### config.mk
export PLATFORM = sky130hd
export DESIGN_NAME = stkz_ctrl
export DESIGN_NICKNAME = d
export VERILOG_FILES = /design/src/include/stkz_pkg.sv /design/src/stkz_check_seq.sv /design/src/stkz_ctrl.sv /design/src/stkz_key_store.sv
export SDC_FILE = /design/constraint.sdc
export NUM_CORES = 1
export LEC_CHECK = 0
export ABC_AREA = 1
export BUFFER_PORTS_ARGS = -buffer_cell sky130_fd_sc_hd__buf_4
export CELL_PAD_IN_SITES_DETAIL_PLACEMENT = 1
export CELL_PAD_IN_SITES_GLOBAL_PLACEMENT = 2
export CORE_ASPECT_RATIO = 1.2
export CORE_UTILIZATION = 40
export CTS_CLUSTER_SIZE = 10
export DETAILED_ROUTE_END_ITERATION = 6
export GPL_ROUTABILITY_DRIVEN = 0
export PLACE_DENSITY_LB_ADDON = 0.1
export SETUP_SLACK_MARGIN = 0.2
export SLEW_MARGIN = 10
export SYNTH_ARGS = -nofsm -noshare
export SYNTH_HDL_FRONTEND = slang
export SYNTH_SLANG_ARGS = --single-unit
### constraint.sdc
create_clock -name clk_sys -period 3.4 [get_ports clk_sys]
set_input_delay 0.17 -clock clk_sys [delete_from_list [all_inputs] [get_ports clk_sys]]
set_output_delay 0.17 -clock clk_sys [all_outputs]
set_load 0.01 [all_outputs]
### src/include/stkz_pkg.sv
package stkz_pkg;
    // key store geometry
    localparam int KEY_SLOTS = 8;
    localparam int SLOT_AW = 3;
    localparam int KEY_W = 32;
    localparam logic [SLOT_AW-1:0] SLOT_FIRST = 3'h0;
    localparam logic [SLOT_AW-1:0] SLOT_LAST = 3'h7;
    localparam logic [KEY_W-1:0] KEY_ZERO = 32'h0;
    // known answer check list
    localparam int CHECK_COUNT = 9;
    localparam int CHECK_W = 4;
    localparam logic [CHECK_W-1:0] CHK_AES_CCM_ENC = 4'h0;
    localparam logic [CHECK_W-1:0] CHK_AES_CCM_DEC = 4'h1;
    localparam logic [CHECK_W-1:0] CHK_AES_ECB_ENC = 4'h2;
    localparam logic [CHECK_W-1:0] CHK_AES_ECB_DEC = 4'h3;
    localparam logic [CHECK_W-1:0] CHK_TDES_ENC = 4'h4;
    localparam logic [CHECK_W-1:0] CHK_TDES_DEC = 4'h5;
    localparam logic [CHECK_W-1:0] CHK_HMAC_SHA1 = 4'h6;
    localparam logic [CHECK_W-1:0] CHK_HMAC_SHA256 = 4'h7;
    localparam logic [CHECK_W-1:0] CHK_AES_CMAC = 4'h8;
    localparam logic [CHECK_W-1:0] CHK_LAST = 4'h8;
    // controller states, one-hot
    typedef enum logic [4:0] {
        ST_ZERO = 5'h01,
        ST_LAUNCH = 5'h02,
        ST_WAIT = 5'h04,
        ST_READY = 5'h08,
        ST_LOCKED = 5'h10
    } stkz_state_e;
endpackage

### src/stkz_check_seq.sv
module stkz_check_seq (
    input wire logic clk_sys,
    input wire logic rst,
    input wire logic start,
    output logic [stkz_pkg::CHECK_W-1:0] check_sel,
    output logic check_go,
    input wire logic check_done,
    input wire logic check_pass,
    output logic seq_done,
    output logic seq_pass
);
    logic running;
    logic waiting;
    logic any_fail;

    // walks all nine checks in a fixed order; a failure does not cut it short
    always_ff @(posedge clk_sys or posedge rst) begin
        if (rst) begin
            running <= 1'b0;
            waiting <= 1'b0;
            any_fail <= 1'b0;
            check_sel <= stkz_pkg::CHK_AES_CCM_ENC;
            check_go <= 1'b0;
            seq_done <= 1'b0;
            seq_pass <= 1'b0;
        end else begin
            check_go <= 1'b0;
            seq_done <= 1'b0;
            if (start) begin
                running <= 1'b1;
                waiting <= 1'b1;
                any_fail <= 1'b0;
                check_sel <= stkz_pkg::CHK_AES_CCM_ENC;
                check_go <= 1'b1;
                seq_pass <= 1'b0;
            end else if (running && waiting && check_done) begin
                if (check_sel == stkz_pkg::CHK_LAST) begin
                    running <= 1'b0;
                    waiting <= 1'b0;
                    seq_done <= 1'b1;
                    seq_pass <= !any_fail && check_pass;
                end else begin
                    check_sel <= check_sel + 4'h1;
                    check_go <= 1'b1;
                end
                any_fail <= any_fail | !check_pass;
            end
        end
    end
endmodule

### src/stkz_ctrl.sv
// Notes on behaviour
// self-test starts by itself out of reset, no request needed
// all checks run as one sequence with one pass or fail outcome
// a failed check locks the engine, all crypto requests refused
// a module reset event restarts the whole sequence at once
// engine released for requests only after every check passed
// while locked every input but reset is ignored
// repeated failure stays locked, no degraded mode exists
// reset clears every key slot; a new key clears its slot first
// keys only come from outside writes, none generated here
// checks cover AES CCM/ECB, 3DES ECB, HMAC SHA-1/256, AES-CMAC
// external key reads return zeros
// not ready and no requests accepted while testing
module stkz_ctrl (
    input wire logic clk_sys,
    input wire logic rst,
    input wire logic reset_event,
    input wire logic key_wr,
    input wire logic [stkz_pkg::SLOT_AW-1:0] key_slot,
    input wire logic [stkz_pkg::KEY_W-1:0] key_data,
    input wire logic key_rd,
    output logic [stkz_pkg::KEY_W-1:0] key_rd_data,
    input wire logic [stkz_pkg::SLOT_AW-1:0] use_slot,
    output logic [stkz_pkg::KEY_W-1:0] use_key,
    input wire logic req_valid,
    output logic req_ready,
    output logic [stkz_pkg::CHECK_W-1:0] check_sel,
    output logic check_go,
    input wire logic check_done,
    input wire logic check_pass,
    output logic engine_ready,
    output logic busy,
    output logic locked,
    output logic req_accepted
);
    stkz_pkg::stkz_state_e state;
    stkz_pkg::stkz_state_e next_state;
    logic [stkz_pkg::SLOT_AW-1:0] zero_slot;
    logic wipe_pending;
    logic [stkz_pkg::SLOT_AW-1:0] wipe_slot;
    logic [stkz_pkg::KEY_W-1:0] wipe_key;
    logic mem_wr;
    logic [stkz_pkg::SLOT_AW-1:0] mem_slot;
    logic [stkz_pkg::KEY_W-1:0] mem_data;
    logic seq_start;
    logic seq_done;
    logic seq_pass;

    // next state
    always_comb begin
        next_state = state;
        case (state)
            // clear all slots
            stkz_pkg::ST_ZERO: begin
                if (zero_slot == stkz_pkg::SLOT_LAST) begin
                    next_state = stkz_pkg::ST_LAUNCH;
                end
            end
            // auto launch
            stkz_pkg::ST_LAUNCH: begin
                next_state = stkz_pkg::ST_WAIT;
            end
            // single outcome
            stkz_pkg::ST_WAIT: begin
                if (seq_done) begin
                    next_state = seq_pass ? stkz_pkg::ST_READY : stkz_pkg::ST_LOCKED;
                end
            end
            stkz_pkg::ST_READY: begin
                next_state = stkz_pkg::ST_READY;
            end
            // only reset leaves
            stkz_pkg::ST_LOCKED: begin
                next_state = stkz_pkg::ST_LOCKED;
            end
            default: begin
                next_state = stkz_pkg::ST_ZERO;
            end
        endcase
        // reset event restarts everything
        if (reset_event) begin
            next_state = stkz_pkg::ST_ZERO;
        end
    end

    // state register; power-up lands in the wipe first
    always_ff @(posedge clk_sys or posedge rst) begin
        if (rst) begin
            state <= stkz_pkg::ST_ZERO;
        end else begin
            state <= next_state;
        end
    end

    // wipe slot counter, restarted by a reset event
    always_ff @(posedge clk_sys or posedge rst) begin
        if (rst) begin
            zero_slot <= stkz_pkg::SLOT_FIRST;
        end else if (reset_event) begin
            zero_slot <= stkz_pkg::SLOT_FIRST;
        end else if (state == stkz_pkg::ST_ZERO) begin
            zero_slot <= zero_slot + 3'h1;
        end
    end

    // overwrite clears the slot, then writes the new key a cycle later
    always_ff @(posedge clk_sys or posedge rst) begin
        if (rst) begin
            wipe_pending <= 1'b0;
            wipe_slot <= stkz_pkg::SLOT_FIRST;
            wipe_key <= stkz_pkg::KEY_ZERO;
        end else if (reset_event || state != stkz_pkg::ST_READY) begin
            wipe_pending <= 1'b0;
        end else if (key_wr && !wipe_pending) begin
            wipe_pending <= 1'b1;
            wipe_slot <= key_slot;
            wipe_key <= key_data;
        end else begin
            wipe_pending <= 1'b0;
        end
    end

    // memory write mux in priority order: bulk wipe, key load, then slot clear
    // keys only come in through key_wr; no key source inside
    always_comb begin
        mem_wr = 1'b0;
        mem_slot = zero_slot;
        mem_data = stkz_pkg::KEY_ZERO;
        if (state == stkz_pkg::ST_ZERO) begin
            mem_wr = 1'b1;
        end else if (wipe_pending) begin
            mem_wr = 1'b1;
            mem_slot = wipe_slot;
            mem_data = wipe_key;
        end else if (key_wr && state == stkz_pkg::ST_READY && !reset_event) begin
            mem_wr = 1'b1;
            mem_slot = key_slot;
        end
    end

    stkz_key_store u_store (
        .clk_sys(clk_sys),
        .rst(rst),
        .wr_en(mem_wr),
        .wr_slot(mem_slot),
        .wr_key(mem_data),
        .rd_slot(use_slot),
        .rd_key(use_key)
    );

    assign seq_start = (state == stkz_pkg::ST_LAUNCH);

    // nine checks in order
    stkz_check_seq u_seq (
        .clk_sys(clk_sys),
        .rst(rst),
        .start(seq_start),
        .check_sel(check_sel),
        .check_go(check_go),
        .check_done(check_done && state == stkz_pkg::ST_WAIT),
        .check_pass(check_pass),
        .seq_done(seq_done),
        .seq_pass(seq_pass)
    );

    // key read port never shows a key
    always_ff @(posedge clk_sys or posedge rst) begin
        if (rst) begin
            key_rd_data <= stkz_pkg::KEY_ZERO;
        end else if (key_rd) begin
            key_rd_data <= stkz_pkg::KEY_ZERO;
        end
    end

    // requests only taken once released
    assign req_ready = (state == stkz_pkg::ST_READY) && !reset_event;

    always_ff @(posedge clk_sys or posedge rst) begin
        if (rst) begin
            req_accepted <= 1'b0;
        end else begin
            req_accepted <= req_valid && req_ready;
        end
    end

    // status levels
    // busy while wiping or testing
    always_ff @(posedge clk_sys or posedge rst) begin
        if (rst) begin
            engine_ready <= 1'b0;
            busy <= 1'b1;
            locked <= 1'b0;
        end else begin
            engine_ready <= next_state == stkz_pkg::ST_READY;
            busy <= next_state == stkz_pkg::ST_ZERO || next_state == stkz_pkg::ST_LAUNCH
                || next_state == stkz_pkg::ST_WAIT;
            locked <= next_state == stkz_pkg::ST_LOCKED;
        end
    end
endmodule

### src/stkz_key_store.sv
module stkz_key_store (
    input wire logic clk_sys,
    input wire logic rst,
    input wire logic wr_en,
    input wire logic [stkz_pkg::SLOT_AW-1:0] wr_slot,
    input wire logic [stkz_pkg::KEY_W-1:0] wr_key,
    input wire logic [stkz_pkg::SLOT_AW-1:0] rd_slot,
    output logic [stkz_pkg::KEY_W-1:0] rd_key
);
    logic [stkz_pkg::KEY_W-1:0] mem [stkz_pkg::KEY_SLOTS];

    // write port; zeroize is a write of zeros driven by the controller
    always_ff @(posedge clk_sys) begin
        if (wr_en) begin
            mem[wr_slot] <= wr_key;
        end
    end

    // registered internal read, feeds the datapath only
    always_ff @(posedge clk_sys or posedge rst) begin
        if (rst) begin
            rd_key <= stkz_pkg::KEY_ZERO;
        end else begin
            rd_key <= mem[rd_slot];
        end
    end
endmodule
[Word level (Yosys, flattened, before mapping)]
Memory sizes are Yosys's and may differ from the RTL's. A register that Yosys moved wholly into a read port is not among the register bits.
Index checks and enable logic that the tools add are counted.
Storage, ports and cells
  input port bits: 46
  logic and storage cells: 91
  register bits: 57
  memories: 1
  output and inout bits: 74
  RAM bits: 256
Cells by class
  reductions and logical operators: 21
  bitwise operators: 2
  $add $sub $neg: 2
  eq/ne operators: 14
  mux-type cells: 36
Memory list
  u_store.mem: words 8, width 32, read ports 1, clocked after memory_dff 1, wr ports 1, RTL line stkz_key_store.sv:10  | logic [stkz_pkg::KEY_W-1:0] mem [stkz_pkg::KEY_SLOTS];
Operators by type and width (number)
  $mux W32: 2
  $pmux W5 S5: 1
  $mux W1: 21
  $mux W5: 4
  $mux W3: 5
  $mux W4: 3
  $eq A5 B1 Y1 const B: 2
  $eq A5 B2 Y1 const B: 2
  $eq A5 B3 Y1 const B: 2
  $eq A5 B4 Y1 const B: 2
  $eq A5 B5 Y1 const B: 2
  $logic_and A1 B1 Y1: 8
  $reduce_and A2 Y1: 3
  $reduce_bool A2 Y1: 3
  $ne A5 B4 Y1 const B: 1
  $add A4 B1 Y4 const B: 1
  $eq A4 B4 Y1 const B: 1
  $logic_not A1 Y1: 4
  $add A3 B1 Y3 const B: 1
  $eq A3 B3 Y1 const B: 1
  $logic_or A1 B1 Y1: 3
  $ne A2 B2 Y1 const B: 1
  $not A1 Y1: 1
  $or A1 B1 Y1: 1

[Logic depth before layout (Yosys ltp)]
  depth in word-level cells: 8
  gate-level depth with buffers: 11
  gate-level depth less buffers: 11

[Cells and area by module]
From an unflattened synthesis, not the netlist that was laid out.
Unflattened totals
  cell total of the unflattened synthesis: 1524
  area, all modules: 14993.1 um2
Modules (own cells, without submodules)
  stkz_key_store: sequential area each 8488.1 um2, area an instance 12040.3 um2, cells each 1157, times used 1
  stkz_ctrl: sequential area each 1203.7 um2, area an instance 2503.7 um2, cells each 315, times used 1
  stkz_check_seq: sequential area each 225.2 um2, area an instance 449.2 um2, cells each 52, times used 1

[Worst setup path before layout]
No wires, ideal clock.
  path type: reg-to-reg
  start: register state[0]
  end: memory u_store.mem[0][0] in the netlist's numbering (enable)
  stages on the path, launching flop included: 11
  slack: 0.354 ns
  clock period less this slack: 3.046 ns
  buffers on the path: 0
  required time: 2.979 ns
  data arrival time: 2.625 ns
  library setup time: 0.421 ns
  cell sequence: dfstp_2 > inv_1 > nor3_2 > nand2_2 > inv_2 > nor2_2 > nand2_1 > nand2_1 > a21oi_2 > nand2_1 > nor2_1
On the way
  cells in the longest elaborated chain, start to end: 8
  elaborated cells on any way between the ends: 12
  classes of those cells: eq/ne: 2; mux: 8; reduce/logical: 2
RTL lines
  start, declared: RTL line stkz_ctrl.sv:36  | stkz_pkg::stkz_state_e state;
  start signal, assigned: RTL line stkz_ctrl.sv:89  | state <= stkz_pkg::ST_ZERO;
  start signal, assigned: RTL line stkz_ctrl.sv:91  | state <= next_state;
  $eq A5 B4 Y1: RTL line stkz_ctrl.sv:135  | end else if (key_wr && state == stkz_pkg::ST_READY && !reset_event) begin
  $logic_and A1 B1 Y1 (2 in a row): RTL line stkz_ctrl.sv:135
  $mux W1: RTL line stkz_ctrl.sv:135
  $mux W1: RTL line stkz_ctrl.sv:131  | end else if (wipe_pending) begin
  $mux W1: RTL line stkz_ctrl.sv:129  | if (state == stkz_pkg::ST_ZERO) begin
  $mux W1: RTL line stkz_key_store.sv:14  | if (wr_en) begin
  $mux W1 (not written as such): RTL line stkz_key_store.sv:15  | mem[wr_slot] <= wr_key;
  end, declared: RTL line stkz_key_store.sv:10
Several ways; a longest one is shown, not always the timed one.

[Worst setup path after layout]
  start: register state[1]
  end: memory u_store.mem[6][30] in the netlist's numbering (enable)
The elaborated chain is that of the path after synthesis.

==> run summary <==
Crit end category - register
Number of library cell types mapped by synthesis - 32
Reg2reg start - state[1]$_DFF_PP0_
Switch share - 0.221
Vias in the first global route - 9,145
Synth area leaders - edfxtp_1 (57%), dfrtp_1 (16%), nor2_1 (7.6%)
Maximum VDD drop - 0.278 mV
Worst reg2reg endpoint - u_store.mem[6][30]$_DFFE_PP_
Routed wire length - 31,100 µm
CTS tree - yes
M2 GR Usage - 0.347
Post-CTS Resized - 0
FF-to-FF path depth - 8
Worst Path Buf+Inv - 1
Layout area overhead - 19.1%
Per-cell routed wire length - 18.0 µm
Share of the synthesized area in the top cell type - 0.568
Setup Viol. Count Final - 0
Layout net count - 1,297
TNS Setup - 0 ns
Drt drc - 0
Slowest cell on crit path - nor2_4
Req. time, crit path - 3.62 ns
# IOs - 120
Mean Syn Cell Area - 12.1 µm²
Reg-to-reg setup timing slack - 0.75 ns
RSZ-0062 raised after global routing - no
Most frequent cell after synthesis - nor2_1
Clk_lat worst skew - 0.53 ns
Fin crit period - 2.65 ns
ANT nets after route - 0
Worst-path maximum fanout - 20
First-pass GRT wire length - 49,700 µm
Maxcap violations - 0
Area leader, netlist - edfxtp_1
Peak Freq - 378 MHz
Most used DFF post-synth - edfxtp_1
FF+latch count, synth - 345
Gate Count Post-Synth - 1,118
Internal Pwr Total - 7.15 mW
Die height - 203 µm
Number of synthesized flops with an enable pin - 256
Crit path largest cell delay - 0.61 ns
Combinational power share - 0.070
Fin crit share - 0.778
DP HPWL - 16,800 µm
Clk_skew - 0.0107 ns
Sequential element share of the synthesized area - 0.733
Worst Max-Slew Pin Slew - 0.787 ns
Total CTS buffers - 40
Worst setup path class - register to register
Outcome - complete, no violations
CTS Root Cell - clkbuf_16
Initial core utilization - 0.407
Largest net degree at the start of global routing - 69
Max-slew violation count - 0
Worst Hold Depth - 5
Final Hold Viols - 0
CP Data Arrival Time - 2.87 ns
Cell Area, Synth - 13,500 µm²
Async SR Flop Fraction - 0.258
Clock share of power - 0.416
Drt first pass iters - 4
Grt total ovfl - 0
Ant. Diodes - 0
CTS sink count - 345
Total power - 9.18 mW
CTS H-tree lvls - 2
M3 GR Usage - 0.0301
Final Instance Count excl. Fillers - 1,727
GR Util All Layers - 0.189
Core area - 33,200 µm²
Worst rel slew slack - 0.475
Commonest cells post-synth - nor2_1 (273), edfxtp_1 (256), o21ai_0 (158)
Hold Path End - wipe_slot[0]$_DFFE_PP0P_
Reg power frac - 0.514
Top cell by count, worst path - nand2_1
Leakage - 6.50 nW
Power per Cell Area - 570 nW/µm²
Layout cells sized above 1 - 0.139
Port Buffer Count - 86
Via count - 8,605
Met1 Usage GRT - 0.227
Setup Fix Bufs, Post-CTS - 0
Initial antenna violation count - 0
Sw Pwr - 2.03 mW
Rows - 73
CTS Buffer Depth - 3
Hold/Removal Path Class - input port to register
Clock transition at the registers of the reported paths - 0.05 ns
Die width - 170 µm
Die Area - 34,500 µm²
Initial DRC count - 367
Hold_sp - key_wr
Startpoint types - register
Critical Path, Cell by Cell - nor2_4 -> nand4_1 -> nand2_1 -> nand2_1 -> nand2_1 -> nand3_1 -> nor2_4 -> buf_12
Critical path's top delay family - simple AND/OR/NAND/NOR gates
Yosys warns - 0
Via-per-instance ratio - 4.98
Global route hottest layer - met2
# placed instances - 1,616
[layout make-up]
type / instances / area, µm²
Clock buffer: 69 / 1130
Clock inverter: 3 / 21.3
Fill cell: 3570 / 17100
Inverter: 59 / 224
Multi-Input combinational cell: 655 / 3020
Sequential cell: 345 / 9920
Tap cell: 450 / 563
Timing Repair Buffer: 146 / 1230
[worst max-delay path by stage]
stage | startpoint | to | slack (ns) | cells after the start
detailed placement | state[1]$_DFF_PP0_ | u_store.mem[6][3]$_DFFE_PP_ | 0.74 | 8
global route | state[1]$_DFF_PP0_ | u_store.mem[6][28]$_DFFE_PP_ | 0.55 | 8
finish | state[1]$_DFF_PP0_ | u_store.mem[6][30]$_DFFE_PP_ | 0.75 | 8
CTS | state[1]$_DFF_PP0_ | u_store.mem[6][30]$_DFFE_PP_ | 0.73 | 8
global placement | state[1]$_DFF_PP0_ | u_store.mem[6][3]$_DFFE_PP_ | 0.81 | 8
floorplan | state[0]$_DFF_PP1_ | u_store.mem[0][0]$_DFFE_PP_ | 0.35 | 10
[state kept, by name, summed over array words and instances (netlist names), 3 cells and up]
signal	flops
u_seq.check_sel	4
wipe_key	32
wipe_slot	3
state	5
zero_slot	3
u_store.rd_key	32
u_store.mem	256
[tightest hold or removal path: stages]
cell and delay, ns:
buf_4 0.12, inv_1 0.04, nor2_1 0.04, nand3_1 0.10, nand2_1 0.06
[timing repair]
item | 4_1_cts | 5_1_grt
endpoints found under the setup margin | 0 | 0
hold buffers | 39 | 0
hold endpoints to repair | 94 | 0
[power by group through the flow]
stage	clock (mW)	combinational [mW]	sequential, mW
finish	3.82	0.643	4.72
global route	4.06	0.717	4.73
CTS	3.93	0.661	4.72
detailed placement	0	0.623	4.80
global placement	0	0.611	4.79
floorplan	0	0.348	4.82
[routing by layer]
metal  part of all wire  vias up
li1                   -     4078
met1               0.42     4331
met2               0.52      150
met3              0.037       46
met4              0.020        0
met5                  0        -
[through the flow]
step                worst slack (ns)   util  instance area (µm²)  hold WS [ns]
floorplan                      0.354      -                13600         0.291
global placement               0.813  0.438                14600         0.376
detailed placement             0.738  0.438                14600         0.384
CTS                            0.726  0.485                16100        0.0178
global route                   0.549  0.485                16100        0.0592
finish                         0.755  0.485                16100        0.0453
[cells in the final DEF, fill, tap and decap left out]
master,synthesis,final
nor2_2,6,5
buf_12,0,3
o311ai_0,1,1
nand3_1,16,16
clkbuf_1,27,28
nand2_1,72,72
o21ai_0,158,158
inv_1,54,53
inv_6,0,2
buf_4,39,104
a21oi_2,1,1
dfstp_2,2,2
edfxtp_1,256,256
clkbuf_16,0,41
nor2_1,273,265
conb_1,1,32
dlygate4sd3_1,0,39
dfrtp_1,87,87
clkinv_1,1,2
inv_4,0,1
nor2_4,1,10
ha_1,4,4
a31oi_1,32,32
nand4_1,4,4
nor3b_1,1,1
nand3b_1,1,1
nor3_2,1,1
nor3_1,1,1
a21oi_1,8,8
nand2_2,3,3
o21ai_1,7,7
o22ai_1,32,32
o31ai_1,1,1
inv_2,4,4
[cells by family after synthesis]
group,after synthesis,share of synthesized area
simple gates,379,0.111
flops,345,0.733
compound gates,240,0.0955
buf+inv,149,0.0564
fa+ha+maj,4,0.00370
other cells,1,0.000277
Note: power is estimated with default switching activity, not from simulation.
